**src/design/wdt_pkg.sv**
```systemverilog
// Notes on behaviour
// [RQ1] reset loads control with zero: watchdog on, clock divided by 4096
// [RQ2] watchdog reset disabled only while control bits 7..4 hold 1010
// [RQ3] writing one to control bit 1 clears the tick counter
// [RQ4] writing one to control bit 0 clears both prescalers, pulsed out
// [RQ5] counter clock selects oscillator divided by 4096, 1024 or 128
// [RQ6] enabled watchdog: bit 7 overflow asserts overflow and system reset
// [RQ7] tick counter readable at its address, software writes ignored
// [RQ8] software clears the counter often enough to avoid overflow
// [RQ9] stop release counts at 4096 after reset, preset clock after interrupt
// [RQ10] counter bit 7 set in stabilization releases the cpu clock
// [RQ11] select code zero is 4096, one is 1024, two is 128
package wdt_pkg;
  localparam logic [7:0] ADDR_CONTROL = 8'hd3;
  localparam logic [7:0] ADDR_COUNT = 8'hfd;
  localparam logic [7:0] CONTROL_RESET = 8'h00;
  localparam logic [3:0] KEY_DISABLE = 4'ha;
  localparam int KEY_HI = 7;
  localparam int KEY_LO = 4;
  localparam int SEL_HI = 3;
  localparam int SEL_LO = 2;
  localparam int BIT_CNT_CLR = 1;
  localparam int BIT_DIV_CLR = 0;
  localparam int BIT_TOP = 7;
  localparam int DIV_W = 12;
  localparam logic [1:0] SEL_4096 = 2'h0;
  localparam logic [1:0] SEL_1024 = 2'h1;
  localparam logic [1:0] SEL_128 = 2'h2;
  localparam int TAP_4096 = 11;
  localparam int TAP_1024 = 9;
  localparam int TAP_128 = 6;
  typedef struct packed {
    logic [7:0] addr;
    logic [7:0] wdata;
    logic wr;
    logic rd;
  } bus_req_t;
  typedef enum logic [2:0] {
    ST_RUN = 3'h1,
    ST_STOP = 3'h2,
    ST_STAB = 3'h4
  } mode_t;
endpackage

```
**src/design/tick_prescaler.sv**
```systemverilog
`timescale 1ns/10ps
`default_nettype none
module tick_prescaler
  import wdt_pkg::*;
(
  input wire logic clk_sys,
  input wire logic reset,
  input wire logic clear,
  input wire logic run,
  input wire logic [1:0] sel,
  output logic tick
);
  logic [DIV_W-1:0] div_r;
  logic [DIV_W-1:0] div_nxt;
  logic tap;

  always_comb begin
    div_nxt = div_r + {{(DIV_W-1){1'b0}}, 1'b1};
    unique case (sel)
      SEL_1024: tap = div_nxt[TAP_1024] & ~div_r[TAP_1024];
      SEL_128: tap = div_nxt[TAP_128] & ~div_r[TAP_128];
      default: tap = div_nxt[TAP_4096] & ~div_r[TAP_4096];
    endcase
  end

  // divider with rising-edge tap gives one pulse per period
  always_ff @(posedge clk_sys or posedge reset) begin
    if (reset) begin
      div_r <= '0;
    end else if (clear) begin
      div_r <= '0; // RQ4
    end else if (run) begin
      div_r <= div_nxt;
    end
  end

  assign tick = run & ~clear & tap; // RQ5 RQ11
endmodule
`default_nettype wire

```
**src/design/basic_watchdog_stabilizer.sv**
```systemverilog
`timescale 1ns/10ps
`default_nettype none
module basic_watchdog_stabilizer
  import wdt_pkg::*;
(
  input wire logic clk_sys,
  input wire logic reset,
  input wire bus_req_t bus_req,
  input wire logic stop_req,
  input wire logic wake_irq,
  output logic [7:0] rdata,
  output logic tick_overflow,
  output logic sys_reset_req,
  output logic div_clear,
  output logic cpu_clk_en,
  output logic stab_done
);
  logic [7:0] ctrl_r;
  logic [7:0] cnt_r;
  logic [7:0] cnt_nxt;
  logic cnt_clr_r;
  logic stab_rst_r;
  mode_t mode_r;
  logic tick;
  logic wr_ctrl;
  logic wd_on;
  logic [1:0] eff_sel;
  logic run;
  logic ovf;
  logic wake_m_r;
  logic wake_s_r;
  logic wake_q_r;
  logic wake_ok;

  // wake pin passes three flops; a level counts once the last two agree
  always_ff @(posedge clk_sys or posedge reset) begin
    if (reset) begin
      wake_m_r <= 1'b0;
      wake_s_r <= 1'b0;
      wake_q_r <= 1'b0;
    end else begin
      wake_m_r <= wake_irq;
      wake_s_r <= wake_m_r;
      wake_q_r <= wake_s_r;
    end
  end

  assign wake_ok = wake_s_r & wake_q_r;

  assign wr_ctrl = bus_req.wr && bus_req.addr == ADDR_CONTROL;
  assign wd_on = ctrl_r[KEY_HI:KEY_LO] != KEY_DISABLE; // RQ2
  assign eff_sel = stab_rst_r ? SEL_4096 : ctrl_r[SEL_HI:SEL_LO]; // RQ9
  assign run = mode_r != ST_STOP;
  assign cnt_nxt = cnt_r + 8'h01;
  assign ovf = tick && cnt_r == 8'hff;

  tick_prescaler u_pre (
    .clk_sys(clk_sys),
    .reset(reset),
    .clear(wr_ctrl && bus_req.wdata[BIT_DIV_CLR]),
    .run(run),
    .sel(eff_sel),
    .tick(tick)
  );

  // control: clear bits act as strobes, not stored
  always_ff @(posedge clk_sys or posedge reset) begin
    if (reset) begin
      ctrl_r <= CONTROL_RESET; // RQ1
    end else if (wr_ctrl) begin
      ctrl_r <= {bus_req.wdata[7:2], 2'b00};
    end
  end

  always_ff @(posedge clk_sys or posedge reset) begin
    if (reset) begin
      div_clear <= 1'b0;
    end else begin
      div_clear <= wr_ctrl && bus_req.wdata[BIT_DIV_CLR]; // RQ4
    end
  end

  assign cnt_clr_r = wr_ctrl && bus_req.wdata[BIT_CNT_CLR];

  // tick counter, read-only to software
  always_ff @(posedge clk_sys or posedge reset) begin
    if (reset) begin
      cnt_r <= 8'h00;
    end else if (cnt_clr_r || (mode_r == ST_RUN && stop_req)) begin
      cnt_r <= 8'h00; // RQ3
    end else if (mode_r == ST_STOP && wake_ok) begin
      cnt_r <= 8'h00;
    end else if (tick) begin
      cnt_r <= cnt_nxt; // RQ7
    end
  end

  // stop / stabilization sequencing
  always_ff @(posedge clk_sys or posedge reset) begin
    if (reset) begin
      mode_r <= ST_STAB; // RQ9
      stab_rst_r <= 1'b1;
    end else begin
      unique case (mode_r)
        ST_RUN: if (stop_req) mode_r <= ST_STOP;
        ST_STOP: if (wake_ok) begin
          mode_r <= ST_STAB; // RQ9
          stab_rst_r <= 1'b0;
        end
        ST_STAB: if (cnt_r[BIT_TOP]) begin
          mode_r <= ST_RUN; // RQ10
          stab_rst_r <= 1'b0;
        end
        default: mode_r <= ST_RUN;
      endcase
    end
  end

  always_ff @(posedge clk_sys or posedge reset) begin
    if (reset) begin
      cpu_clk_en <= 1'b0;
      stab_done <= 1'b0;
    end else begin
      cpu_clk_en <= mode_r == ST_RUN ||
                    (mode_r == ST_STAB && cnt_r[BIT_TOP]); // RQ10
      stab_done <= mode_r == ST_STAB && cnt_r[BIT_TOP]; // RQ10
    end
  end

  always_ff @(posedge clk_sys or posedge reset) begin
    if (reset) begin
      tick_overflow <= 1'b0;
      sys_reset_req <= 1'b0;
    end else begin
      tick_overflow <= ovf && mode_r == ST_RUN; // RQ6
      sys_reset_req <= ovf && mode_r == ST_RUN && wd_on; // RQ6
    end
  end

  always_ff @(posedge clk_sys or posedge reset) begin
    if (reset) begin
      rdata <= 8'h00;
    end else if (bus_req.rd) begin
      unique case (bus_req.addr)
        ADDR_CONTROL: rdata <= ctrl_r;
        ADDR_COUNT: rdata <= cnt_r; // RQ7
        default: rdata <= 8'h00;
      endcase
    end else begin
      rdata <= 8'h00;
    end
  end

  AST_WD_RESET: assert property (@(posedge clk_sys) disable iff (reset) // RQ6
    (ovf && mode_r == ST_RUN && wd_on)
    |=> sys_reset_req)
    else $error("overflow did not reset");

  AST_KEY_OFF: assert property (@(posedge clk_sys) disable iff (reset) // RQ2
    (ctrl_r[KEY_HI:KEY_LO] == KEY_DISABLE)
    |=> !sys_reset_req)
    else $error("reset while disabled");

  AST_CNT_CLR: assert property (@(posedge clk_sys) disable iff (reset) // RQ3
    cnt_clr_r
    |=> cnt_r == 8'h00)
    else $error("counter not cleared");

  AST_DIV_CLR: assert property (@(posedge clk_sys) disable iff (reset) // RQ4
    (wr_ctrl && bus_req.wdata[BIT_DIV_CLR])
    |=> div_clear)
    else $error("divider clear missing");

  AST_RD_CNT: assert property (@(posedge clk_sys) disable iff (reset) // RQ7
    (bus_req.rd && bus_req.addr == ADDR_COUNT)
    |=> rdata == $past(cnt_r))
    else $error("count read wrong");

  AST_RELEASE: assert property (@(posedge clk_sys) disable iff (reset) // RQ10
    (mode_r == ST_STAB && cnt_r[BIT_TOP])
    |=> stab_done && cpu_clk_en)
    else $error("no release");

  AST_RST_RATE: assert property (@(posedge clk_sys) disable iff (reset) // RQ9
    stab_rst_r
    |-> eff_sel == SEL_4096)
    else $error("reset rate wrong");

  AST_CTRL_WR: assert property (@(posedge clk_sys) disable iff (reset) // RQ1
    wr_ctrl
    |=> ctrl_r[7:2] == $past(bus_req.wdata[7:2]))
    else $error("control not written");

  AST_CTRL_LOW: assert property (@(posedge clk_sys) disable iff (reset) // RQ3
    wr_ctrl
    |=> ctrl_r[1:0] == 2'h0)
    else $error("strobe bits stored");

  AST_RST_KEY: assert property (@(posedge clk_sys) disable iff (reset) // RQ2
    sys_reset_req
    |-> $past(wd_on))
    else $error("reset with key set");

  AST_WDOFF_QUIET: assert property (@(posedge clk_sys) disable iff (reset) // RQ2
    !wd_on
    |=> !sys_reset_req)
    else $error("reset while watchdog off");

  AST_OVF_SRC: assert property (@(posedge clk_sys) disable iff (reset) // RQ6
    tick_overflow
    |-> $past(cnt_r) == 8'hff)
    else $error("overflow without full count");

  AST_OVF_WRAP: assert property (@(posedge clk_sys) disable iff (reset) // RQ6
    (ovf && !cnt_clr_r && mode_r == ST_RUN)
    |=> cnt_r == 8'h00)
    else $error("counter did not wrap");

  AST_RST_OVF: assert property (@(posedge clk_sys) disable iff (reset) // RQ6
    sys_reset_req
    |-> tick_overflow)
    else $error("reset without overflow");

  AST_OVF_RUN: assert property (@(posedge clk_sys) disable iff (reset) // RQ6
    tick_overflow
    |-> $past(mode_r) == ST_RUN)
    else $error("overflow outside run");

  AST_NO_OVF_IDLE: assert property (@(posedge clk_sys) disable iff (reset) // RQ6
    mode_r != ST_RUN
    |=> !tick_overflow)
    else $error("overflow while not running");

  AST_OVF_PULSE: assert property (@(posedge clk_sys) disable iff (reset) // RQ6
    tick_overflow
    |=> !tick_overflow)
    else $error("overflow longer than a cycle");

  AST_CNT_HOLD: assert property (@(posedge clk_sys) disable iff (reset) // RQ7
    (!tick && !cnt_clr_r && !(mode_r == ST_RUN && stop_req)
      && !(mode_r == ST_STOP && wake_ok))
    |=> $stable(cnt_r))
    else $error("counter moved without tick");

  AST_CNT_STEP: assert property (@(posedge clk_sys) disable iff (reset) // RQ5
    (tick && !cnt_clr_r && !(mode_r == ST_RUN && stop_req))
    |=> cnt_r == $past(cnt_r) + 8'h01)
    else $error("counter did not step");

  AST_CNT_WR_IGN: assert property (@(posedge clk_sys) disable iff (reset) // RQ7
    (bus_req.wr && bus_req.addr == ADDR_COUNT && !tick && !stop_req)
    |=> $stable(cnt_r))
    else $error("counter took a write");

  AST_DIV_ONLY: assert property (@(posedge clk_sys) disable iff (reset) // RQ4
    div_clear
    |-> $past(wr_ctrl))
    else $error("divider clear without write");

  AST_DIV_IDLE: assert property (@(posedge clk_sys) disable iff (reset) // RQ4
    !(wr_ctrl && bus_req.wdata[BIT_DIV_CLR])
    |=> !div_clear)
    else $error("spurious divider clear");

  AST_TICK_CLR: assert property (@(posedge clk_sys) disable iff (reset) // RQ4
    (wr_ctrl && bus_req.wdata[BIT_DIV_CLR])
    |-> !tick)
    else $error("tick during divider clear");

  AST_STOP_TICK: assert property (@(posedge clk_sys) disable iff (reset) // RQ9
    mode_r == ST_STOP
    |-> !tick)
    else $error("tick in stop");

  AST_STOP_CPU: assert property (@(posedge clk_sys) disable iff (reset) // RQ9
    mode_r == ST_STOP
    |=> !cpu_clk_en)
    else $error("cpu clock in stop");

  AST_STAB_CPU: assert property (@(posedge clk_sys) disable iff (reset) // RQ10
    (mode_r == ST_STAB && !cnt_r[BIT_TOP])
    |=> !cpu_clk_en)
    else $error("cpu clock before stable");

  AST_RUN_CPU: assert property (@(posedge clk_sys) disable iff (reset) // RQ10
    mode_r == ST_RUN
    |=> cpu_clk_en)
    else $error("cpu clock off in run");

  AST_STAB_EXIT: assert property (@(posedge clk_sys) disable iff (reset) // RQ10
    (mode_r == ST_STAB && cnt_r[BIT_TOP])
    |=> mode_r == ST_RUN)
    else $error("stabilization not left");

  AST_WAKE: assert property (@(posedge clk_sys) disable iff (reset) // RQ9
    (mode_r == ST_STOP && wake_ok)
    |=> mode_r == ST_STAB && cnt_r == 8'h00 && !stab_rst_r)
    else $error("wake not taken");

  AST_STOP_ENTRY: assert property (@(posedge clk_sys) disable iff (reset) // RQ9
    (mode_r == ST_RUN && stop_req)
    |=> mode_r == ST_STOP && cnt_r == 8'h00)
    else $error("stop not entered");

  AST_STOP_HOLD: assert property (@(posedge clk_sys) disable iff (reset) // RQ9
    (mode_r == ST_STOP && !wake_ok)
    |=> mode_r == ST_STOP)
    else $error("stop left without wake");

  AST_MODE_ONEHOT: assert property (@(posedge clk_sys) disable iff (reset) // RQ10
    1'b1
    |-> $onehot(mode_r))
    else $error("mode code illegal");

  AST_RST_STAB: assert property (@(posedge clk_sys) disable iff (reset) // RQ9
    stab_rst_r
    |-> mode_r == ST_STAB)
    else $error("reset rate outside stabilization");

  AST_SEL_USER: assert property (@(posedge clk_sys) disable iff (reset) // RQ11
    !stab_rst_r
    |-> eff_sel == ctrl_r[SEL_HI:SEL_LO])
    else $error("select not from control");

  AST_RD_CTRL: assert property (@(posedge clk_sys) disable iff (reset) // RQ1
    (bus_req.rd && bus_req.addr == ADDR_CONTROL)
    |=> rdata == $past(ctrl_r))
    else $error("control read wrong");

  AST_RD_IDLE: assert property (@(posedge clk_sys) disable iff (reset) // RQ7
    !bus_req.rd
    |=> rdata == 8'h00)
    else $error("read data without read");

  AST_DONE_PULSE: assert property (@(posedge clk_sys) disable iff (reset) // RQ10
    stab_done
    |=> !stab_done)
    else $error("done longer than a cycle");

  AST_DONE_CPU: assert property (@(posedge clk_sys) disable iff (reset) // RQ10
    stab_done
    |-> cpu_clk_en)
    else $error("done without cpu clock");

  AST_CTRL_KEEP: assert property (@(posedge clk_sys) disable iff (reset) // RQ1
    !wr_ctrl
    |=> $stable(ctrl_r))
    else $error("control changed without write");
endmodule
`default_nettype wire

```
**config.mk**
```make
export PLATFORM = sky130hd
export DESIGN_NAME = basic_watchdog_stabilizer
export DESIGN_NICKNAME = d
export VERILOG_FILES = /design/src/design/wdt_pkg.sv /design/src/design/tick_prescaler.sv /design/src/design/basic_watchdog_stabilizer.sv
export SDC_FILE = /design/constraint.sdc
export NUM_CORES = 1
export LEC_CHECK = 0
export ABC_CLOCK_PERIOD_IN_PS = 2200
export BUFFER_PORTS_ARGS = -buffer_cell sky130_fd_sc_hd__clkbuf_2
export CELL_PAD_IN_SITES_DETAIL_PLACEMENT = 1
export CELL_PAD_IN_SITES_GLOBAL_PLACEMENT = 1
export CORE_MARGIN = 3
export CORE_UTILIZATION = 40
export DETAILED_ROUTE_END_ITERATION = 6
export PLACE_DENSITY = 0.76
export SKIP_CTS_REPAIR_TIMING = 1
export SLEW_MARGIN = 10
export SYNTH_ARGS = -nofsm -noshare
export SYNTH_HDL_FRONTEND = slang
export SYNTH_SLANG_ARGS = --single-unit
```
**constraint.sdc**
```tcl
create_clock -name clk_sys -period 2.2 [get_ports clk_sys]
set_input_delay 0.11 -clock clk_sys [delete_from_list [all_inputs] [get_ports clk_sys]]
set_output_delay 0.11 -clock clk_sys [all_outputs]
set_load 0.05 [all_outputs]
```
Yosys cells after proc, flatten, opt, wreduce, memory -nomap -nowiden
Cells that the tools add are included.
{"block": "word_totals", "register_bits": 46, "latch_bits": 0, "mem_bits_rw": 0, "romBits": 0, "input_bits": 22, "out_inout_bits": 13, "n_memories": 0}
{"block": "classes", "addsub": 2, "n_mul": 0, "div_mod_pow": 0, "magnitude_cmp": 0, "n_eq_ne": 13, "n_shift": 0, "mux": 16, "bitwise_logic": 10, "n_reduce_logical": 16}
{"operator": "two-way mux 8 bit", "count": 4}
{"operator": "== test 8 bit, second input constant", "count": 3}
{"operator": "two-way mux 12 bit", "count": 2}
{"operator": "one-hot mux 8 bit (2 select lines)", "count": 1}
{"operator": "adder 12 x 1 -> 12 bit, second input constant", "count": 1}
{"operator": "logical AND 1 bit", "count": 9}
{"operator": "two-way mux 3 bit", "count": 3}
{"operator": "one-hot mux 3 bit (3 select lines)", "count": 1}
{"operator": "adder 8 x 1 -> 8 bit, second input constant", "count": 1}
{"operator": "AND 1 bit", "count": 6}
{"operator": "!= test 2 bit, second input constant", "count": 3}
{"operator": "AND reduction 3 bit", "count": 2}
{"operator": "!= test 4 bit, second input constant", "count": 1}
{"operator": "inverter 1 bit", "count": 4}
{"operator": "one-hot mux 1 bit (2 select lines)", "count": 2}
{"operator": "nonzero test 2 bit", "count": 2}
{"operator": "== test 3 x 1 -> 1 bit, second input constant", "count": 1}
{"operator": "== test 3 x 2 -> 1 bit, second input constant", "count": 1}
{"operator": "== test 3 bit, second input constant", "count": 1}
{"operator": "!= test 3 x 2 -> 1 bit, second input constant", "count": 1}
{"operator": "nonzero test 3 bit", "count": 1}
{"operator": "== test 2 x 1 -> 1 bit, second input constant", "count": 1}
{"operator": "== test 2 bit, second input constant", "count": 1}
{"operator": "logical OR 1 bit", "count": 2}
{"operator": "other kinds (2)", "count": 3}

Longest topological paths before layout
Gate-level depths: netlist of run 1.
{"block": "logic_depth", "word_depth": 9, "ltp_mapped": 10}

By module
Synthesis of run 1 repeated with hierarchy kept, for this count alone.
{"block": "hier_totals", "hier_cells": 187, "hier_area_um2": 2170.8}
{"module": "basic_watchdog_stabilizer", "instances": 1, "cells_per_inst": 116, "area_per_inst_um2": 1481.4}
{"module": "tick_prescaler", "instances": 1, "cells_per_inst": 71, "area_per_inst_um2": 689.4}

Least setup slack after synthesis of run 1
Ideal clock, no wire load.
{"block": "synth_timing", "path_type": "flip-flop to flip-flop", "from": "register u_pre.div_r[2]", "to": "register cnt_r[7]", "t_arrival_ns": 1.989, "t_required_ns": 2.121, "path_slack_ns": 0.132, "path_stages_with_launch": 11, "n_path_buf": 1, "synth_period_minus_slack_ns": 2.068, "path_cell_list": "dfrtp_1 > and4_1 > nand3_1 > nor2_1 > and3_1 > ha_1 > nand2b_1 > nand3_4 > buf_6 > nor4_1 > mux2i_1"}
{"block": "synth_between", "elab_chain_len": 5, "elab_cells_between_ends": 7, "classes_between": "add/sub: 1; mux: 1; bitwise: 4; reduce/logical: 1"}
{"element": "from (decl)", "line": "tick_prescaler.sv:13", "rtl": "logic [DIV_W-1:0] div_r;"}
{"element": "from (signal assigned)", "line": "tick_prescaler.sv:33", "rtl": "div_r <= div_nxt;"}
{"element": "adder 12 x 1 -> 12 bit *", "line": "tick_prescaler.sv:18", "rtl": "div_nxt = div_r + {{(DIV_W-1){1'b0}}, 1'b1};"}
{"element": "AND 1 bit (on tied branches)", "line": "tick_prescaler.sv:22, tick_prescaler.sv:20, tick_prescaler.sv:21"}
{"element": "one-hot mux 1 bit (2 select lines) *", "line": "tick_prescaler.sv:19", "rtl": "unique case (sel)"}
{"element": "AND 1 bit *", "line": "tick_prescaler.sv:37", "rtl": "assign tick = run & ~clear & tap;"}
{"element": "nonzero test 3 bit (no line) *"}
{"element": "to (signal assigned)", "line": "basic_watchdog_stabilizer.sv:94", "rtl": "cnt_r <= cnt_nxt;"}
{"element": "to (decl)", "line": "basic_watchdog_stabilizer.sv:19", "rtl": "logic [7:0] cnt_r;"}
Mark *: on every way between the ends. The rest lies on a longest branch, timed or not.
A chain may end at the register's enable or synchronous reset.

Final worst setup path of run 1
{"block": "layout_timing", "from": "register u_pre.div_r[4]", "to": "register sys_reset_req"}
{"block": "layout_between", "elab_chain_len": 7, "elab_cells_between_ends": 9, "classes_between": "add/sub: 1; mux: 1; bitwise: 4; reduce/logical: 3"}
{"element": "adder 12 x 1 -> 12 bit *", "line": "tick_prescaler.sv:18"}
{"element": "AND 1 bit (on tied branches)", "line": "tick_prescaler.sv:22, tick_prescaler.sv:20, tick_prescaler.sv:21"}
{"element": "one-hot mux 1 bit (2 select lines) *", "line": "tick_prescaler.sv:19"}
{"element": "AND 1 bit *", "line": "tick_prescaler.sv:37"}
{"element": "logical AND 1 bit *", "line": "basic_watchdog_stabilizer.sv:55", "rtl": "assign ovf = tick && cnt_r == 8'hff;"}
{"element": "logical AND 1 bit * (2 in a row)", "line": "basic_watchdog_stabilizer.sv:136", "rtl": "sys_reset_req <= ovf && mode_r == ST_RUN && wd_on;"}
{"element": "to (signal assigned)", "line": "basic_watchdog_stabilizer.sv:136"}
{"element": "to (decl)", "line": "basic_watchdog_stabilizer.sv:13", "rtl": "output logic sys_reset_req,"}
Marks and branches as above.

==> metrics.md, run 1 <==
| Metric | Value |
|---|---|
| Core area | `5270 µm²` |
| Placed cell count | `around 310` |
| Die Area | `6530 µm²` |
| Remaining antenna violation count | `0` |
| Area leader, netlist | `dfrtp_1` |
| Detailed-route DRC error count | `0` |
| Detail Placement HPWL | `about 3.6 mm` |
| Multi-input logic area | `about 1100 µm²` |
| P_leak | `between 1 and 1.5 nW` |
| Vias in the first global route | `1798` |
| Non-Filler Instances | `between 300 and 400` |
| Area contributors post-synth | `dfrtp_1 49%, ha_1 3.9%, mux2_2 3.0%, a21oi_1 2.7%, nor2_1 2.5%` |
| Final WL | `between 5 and 6 mm` |
| Setup TNS | `0 ns` |
| Worst EP required | `around 2.4 ns` |
| Minimum clock period | `2.17 ns` |
| Clock Skew | `around 0.0066 ns` |
| Worst min path class | `in2reg` |
| Hold_ws | `roughly 0.042 ns` |
| Cell with the most instances after synthesis | `dfrtp_1` |
| Synth Flop Type | `dfrtp_1` |
| Least-Margin Pin Slew | `about 0.6 ns` |
| Arrival time at the worst endpoint | `between 2 and 2.5 ns` |
| Total number of vias | `1741` |
| Drt pass-1 iters | `4` |
| Final Total Pwr | `2.42 mW` |
| Root buf cell | `clkbuf_8` |
| FP Rows | `26` |
| Setup violations, final | `0` |
| Crit Path Max Fanout | `6` |
| IO Port Bufs | `34` |
| Syn Nets | `230` |
| Layout cells sized above 1 | `0.335` |
| Layout area overhead | `23.2%` |
| Number of buffers created by CTS | `5` |
| Synth Instances | `201` |
| # diodes | `0` |
| YS warnings | `0` |
| Post-synthesis cell type count | `between 40 and 50` |
| Largest net degree at the start of global routing | `19` |
| R2R setup slack | `around 0.032 ns` |
| Synth Area per Inst | `11.1 µm²` |
| Register bit total from synthesis | `46` |
| RSZ-0062 raised after global routing | `yes` |
| Post-synth top cells | `44 x dfrtp_1, 15 x nor2_1, 12 x a21oi_1` |
| Worst-Skew Late Latency | `0.29 ns` |
| Critical path class | `reg2reg` |
| CTS tree | `built` |
| Max_cap viols | `0` |
| All-layer global routing usage | `0.172` |
| Initial Util | `0.425` |
| Wire per inst | `16.4 µm` |
| Fin. max-slew vios | `0` |
| Final Hold Viols | `0` |
| PwrDens | `~880 nW/µm²` |
| I/O Pins | `35` |
| Number of synthesized flops with an enable pin | `0` |
| First-pass GRT wire length | `8.67 mm` |
| Setup crit end kind | `register` |
| CTS Buffer Depth | `2` |
| VDD IR max | `0.360 mV` |
| Cell area after synthesis | `2240 µm²` |
| Clk slew on worst S/H paths | `0.08 ns` |
| Status | `completed` |
| Ys async rst share | `1.00` |
| H-tree depth | `2` |
| Max-Slew Margin vs Limit | `0.594` |
| Share of the synthesized area in the top cell type | `0.492` |
| Setup crit start kind | `register` |
| Fin nets | `about 280` |
| Initial antenna violation count | `0` |
| Final Cycle Share | `0.985` |
| FMAX | `461 MHz` |
| Sequential cell area | `1150 µm²` |
| Total congestion overflow | `0` |
| Post-layout util | `0.524` |
| DR iter-0 viols | `76` |
| Die Y | `80.8 µm` |
| Routability congestion estimate | `0.748` |
| Die width | `80.8 µm` |
| CTS Sinks | `46` |
| Sequential element share of the synthesized area | `0.515` |
| Via density per instance | `roughly 5.4` |
| Filler instances | `603` |
path summary, 6_finish.rpt:
kind,start,to,cells past startpoint
worst max-delay path,u_pre.div_r[4],sys_reset_req,8
worst min-delay path,bus_req[7],ctrl_r[5],2
worst max register to register,u_pre.div_r[4],sys_reset_req,8
worst min register to register,wake_m_r,wake_s_r,0
max in group asynchronous,reset,mode_r[2],4
min in group asynchronous,reset,stab_done,3
per-layer routing:
| layer | part of all wire | routed length, µm | vias to the layer above | GRT usage |
|---|---|---|---|---|
| met4 | 0.0061 | 32 | 0 | 0.0676 |
| met1 | 0.44 | 2340 | 868 | 0.226 |
| met3 | 0.051 | 268 | 6 | 0.0310 |
| met2 | 0.50 | 2620 | 40 | 0.280 |
| li1 | - | - | 827 | - |
| met5 | 0 | 0 | - | 0 |
where the power goes:
part	switching [mW]	internal, mW	leakage (nW)
clock network	0.267	0.226	0.0395
registers	0.154	1.01	0.588
logic	0.415	0.355	0.623
total	0.836	1.59	1.25
worst max-delay path, cell delays in order (launching register included):
cell and delay, ns:
dfrtp_1 0.38, and4_4 0.26, nand3_4 0.09, nor2_4 0.09, ha_2 0.18, a221o_1 0.25, nand3_4 0.15, or3_4 0.40
nor4_2 0.27
metrics by stage:
| stage | cell area [µm²] | setup WS [ns] |
|---|---|---|
| after floorplan | 2240 | 0.132 |
| final | 2760 | 0.0322 |
| after detailed placement | 2510 | -0.0689 |
| after global placement | 2510 | 0.000888 |
| after global routing | 2760 | -0.0712 |
| after CTS | 2590 | -0.106 |
final cells by class:
cell class | instances | area share
Multi-Input combinational cell | 140 | 0.403
Tap cell | 70 | 0.0317
Clock buffer | 8 | 0.0290
Timing Repair Buffer | 50 | 0.108
Sequential cell | 46 | 0.418
Inverter | 7 | 0.00952
layout by cell type (no fill, tap or decap), types with 4 or more instances in the layout:
| cell type | Yosys | final |
|---|---|---|
| nand3_1 | 10 | 9 |
| mux2_2 | 6 | 6 |
| a21oi_1 | 12 | 9 |
| nor2_1 | 15 | 14 |
| inv_1 | 7 | 6 |
| ha_1 | 7 | 4 |
| clkbuf_8 | 0 | 5 |
| a22o_1 | 6 | 6 |
| o21ai_0 | 4 | 4 |
| xor2_1 | 4 | 4 |
| dfrtp_1 | 44 | 44 |
| buf_4 | 2 | 13 |
| nand4_1 | 6 | 6 |
| clkbuf_2 | 1 | 34 |
| nand2_1 | 10 | 10 |
| nand3b_1 | 4 | 4 |
registers in the layout (all words and copies together) (netlist names):
signal,cells
wake_s_r,1
stab_done,1
div_clear,1
wake_q_r,1
ctrl_r,6
tick_overflow,1
rdata,8
mode_r,3
cpu_clk_en,1
cnt_r,8
sys_reset_req,1
u_pre.div_r,12
stab_rst_r,1
wake_m_r,1
cells by family (layout without fill, tap and decap cells):
group                    after synthesis  count (layout)  share of synthesized area
AO/OA/AOI/OAI                         30              30                     0.0872
XOR/XNOR                               7               7                     0.0274
adder cells (fa/ha/maj)                7               7                     0.0391
buffers and inverters                 16              65                     0.0447
flip-flops                            46              46                      0.515
multiplexers                           9               9                     0.0436
AND/OR/NAND/NOR                       86              87                      0.243
No activity file was read; power rests on OpenSTA's default activity.
==> run 2: changes to the inputs <==
Settings changed: CORE_MARGIN 3 to 4.
==> run 2 against run 1 <==
Against the previous run: the flow now finishes with violations (negative setup slack); clock skew up 0.0028 ns; global-route usage is 1.3 points lower; register-to-register slack worse by 0.03 ns; total power grew 7.1%; non-clock buffer count rose by 1; final area grew 0.95%; hold slack worse by 0.0087 ns; largest power group unchanged.
==> metrics.md, run 2 (same netlist as run 1, synthesis figures left out) <==
| Metric | Value |
|---|---|
| Status | `finished with violations` |
| Violated checks | `negative setup slack` |
| Clock power share | `0.246 (+0.042)` |
| FMAX | `454 MHz (-1.5%)` |
| Setup crit end kind | `register` |
| Biggest register | `u_pre.div_r` |
| Via density per instance | `5.42 (about the same)` |
| CP max-delay cell | `or4_1` |
| Most frequent cells in the layout | `44 x dfrtp_1, 34 x clkbuf_2, 14 x nor2_1` |
| Comb power frac | `0.305 (-0.012)` |
| Drt pass-1 iters | `4 (unchanged)` |
| Max-Slew Margin vs Limit | `0.617 (+0.0230)` |
| RSZ-0062 raised after global routing | `yes` |
| DR iter-0 viols | `53 (-30%)` |
| R2R setup slack | `-0.001 ns (-0.03 ns)` |
| Vias in the first global route | `1833 (+1.9%)` |
| Critical path class | `reg2reg` |
| Setup crit start kind | `register` |
| Total congestion overflow | `0 (unchanged)` |
| Setup ws final | `-0.00104 ns (-0.0332 ns)` |
| H-tree depth | `2 (unchanged)` |
| Least-Margin Pin Slew | `0.574 ns (-0.0358 ns)` |
| Total number of vias | `1746 (+0.29%)` |
| Commonest non-fill, non-tap cell in the layout | `dfrtp_1` |
| Root buf cell | `clkbuf_8` |
| Setup violations, final | `1 (+1)` |
| R2R cell count | `9 (+1)` |
| Non-Filler Instances | `322 (+0.31%)` |
| R2R Path End | `cnt_r[5]` |
| Fin. max-slew vios | `0 (unchanged)` |
| Buf/Inv on CP | `0 (unchanged)` |
| Die width | `82.8 µm (+2.5%)` |
| Max_cap viols | `0 (unchanged)` |
| Die Area | `6860 µm² (+5.0%)` |
| Critical path depth in cells | `9 (+1)` |
| Worst min path class | `in2reg` |
| Arrival time at the worst endpoint | `2.43 ns (+0.06 ns)` |
| Crit path cell chain | `and4_4, nand3_4, nor2_4, and3_1, ha_1, nand2b_2, nand3_4, or4_1, a21oi_2` |
| Die Y | `82.8 µm (+2.5%)` |
| IO Port Bufs | `34 (unchanged)` |
| Clk slew on worst S/H paths | `0.09 ns (about the same)` |
| CP max stage delay | `0.54 ns (+0.14 ns)` |
| Remaining antenna violation count | `0 (unchanged)` |
| P_leak | `1.26 nW (+1.1%)` |
| Hold_ws | `0.0335 ns (-0.00873 ns)` |
| Setup crit end | `cnt_r[5]` |
| Crit Path Max Fanout | `5 (-1)` |
| Initial Util | `0.425 (unchanged)` |
| Worst reg2reg startpoint | `u_pre.div_r[3]` |
| CTS Sinks | `46 (unchanged)` |
| Switch share | `0.340 (-0.00486)` |
| All-layer global routing usage | `0.159 (-0.0126)` |
| FP Rows | `26 (unchanged)` |
| Power Internal | `1.71 mW (+7.9%)` |
| Final WL | `5.38 mm (+2.3%)` |
| Leading registers by flop count | `u_pre.div_r x12, cnt_r x8, rdata x8` |
| Worst-Skew Late Latency | `0.30 ns (about the same)` |
| Routability congestion estimate | `0.733 (-2.1%)` |
| PwrDens | `932 nW/µm² (+6.1%)` |
| Detailed-route DRC error count | `0 (unchanged)` |
| Layout area overhead | `24.4%` |
| Most used cell, CP | `nand3_4` |
| Detail Placement HPWL | `3.79 mm (+4.9%)` |
| Layout cells sized above 1 | `0.345 (+0.0106)` |
| Final Cycle Share | `1.00 (+0.0151)` |
| Max reg flops | `12 (unchanged)` |
| I/O Pins | `35 (unchanged)` |
| Wire per inst | `16.7 µm (+2.0%)` |
| Fin nets | `280 (+0.36%)` |
| Core area | `5270 µm² (unchanged)` |
| Placed cell count | `308 (+0.33%)` |
| VDD IR max | `0.371 mV (+3.0%)` |
| Initial antenna violation count | `0 (unchanged)` |
| Final Hold Viols | `0 (unchanged)` |
| Critical Path Start | `u_pre.div_r[3]` |
| CTS tree | `built` |
| CTS Buffer Depth | `2 (unchanged)` |
| Minimum clock period | `2.20 ns (+0.0332 ns)` |
| Number of buffers created by CTS | `5 (unchanged)` |
| Switching power | `883 µW (+5.6%)` |
| First-pass GRT wire length | `8.93 mm (+2.9%)` |
| Worst EP required | `2.42 ns (+0.02 ns)` |
| Clock Skew | `0.00945 ns (+0.00283 ns)` |
| Cell family with most CP delay | `simple AND/OR/NAND/NOR gates` |
| # diodes | `0 (unchanged)` |
| Reg power frac | `0.450 (-0.029)` |
| Largest net degree at the start of global routing | `20 (+1)` |
-- run 2: changes by cell type in the layout (fill, tap and decap cells not counted), moves of 2 or more --
cell | before | now
clkinvlp_4 | 0 | 2
or4_1 | 1 | 3
clkbuf_1 | 3 | 0
or4_4 | 2 | 0
-- run 2: final cells by class --
| class | count | area (µm²) |
|---|---|---|
| clock buffers | 5 | 68.8 |
| clock inverters | 3 | 45.0 |
| fillers | 598 | 2480 |
| inverters | 7 | 26.3 |
| multi-input cells | 140 | 1090 |
| flip-flops and latches | 46 | 1150 |
| well taps | 70 | 87.6 |
| repair buffers | 51 | 310 |
-- run 2: worst min path at each step --
stage	cells after the start	startpoint	to	slack, ns
6_report	2	bus_req[5]	ctrl_r[3]	0.03
5_1_grt	2	bus_req[4]	ctrl_r[2]	0.04
4_1_cts	2	reset	cpu_clk_en	-0.27
3_5_place_dp	2	reset	cpu_clk_en	0.07
3_3_place_gp	2	reset	cpu_clk_en	0.07
2_1_floorplan	0	wake_irq	wake_m_r	0.14
-- run 2: metrics by stage --
step	util	setup WS (ns)	cell area [µm²]	power (mW)	TNS (ns)
2_1_floorplan	-	0.132	2240	1.63	0
3_3_place_gp	0.477	0.0389	2510	1.82	0
3_5_place_dp	0.477	0.00937	2510	1.86	0
4_1_cts	0.499	-0.0267	2630	2.50	-0.0406
5_1_grt	0.528	-0.0825	2790	2.79	-0.364
6_report	0.528	-0.00104	2790	2.60	-0.00104
-- run 2: per-layer routing --
layer,vias up,share of wire,track usage
met5,-,0,0
met4,0,0.0098,0.0416
met3,5,0.030,0.0347
met2,28,0.53,0.270
met1,888,0.43,0.205
li1,825,-,-
-- run 2: power groups by stage --
stage	clock, mW	combinational [mW]	sequential, mW
floorplan	0	0.466	1.16
global placement	0	0.654	1.17
detailed placement	0	0.683	1.17
CTS	0.650	0.696	1.16
global route	0.697	0.893	1.20
finish	0.638	0.791	1.17
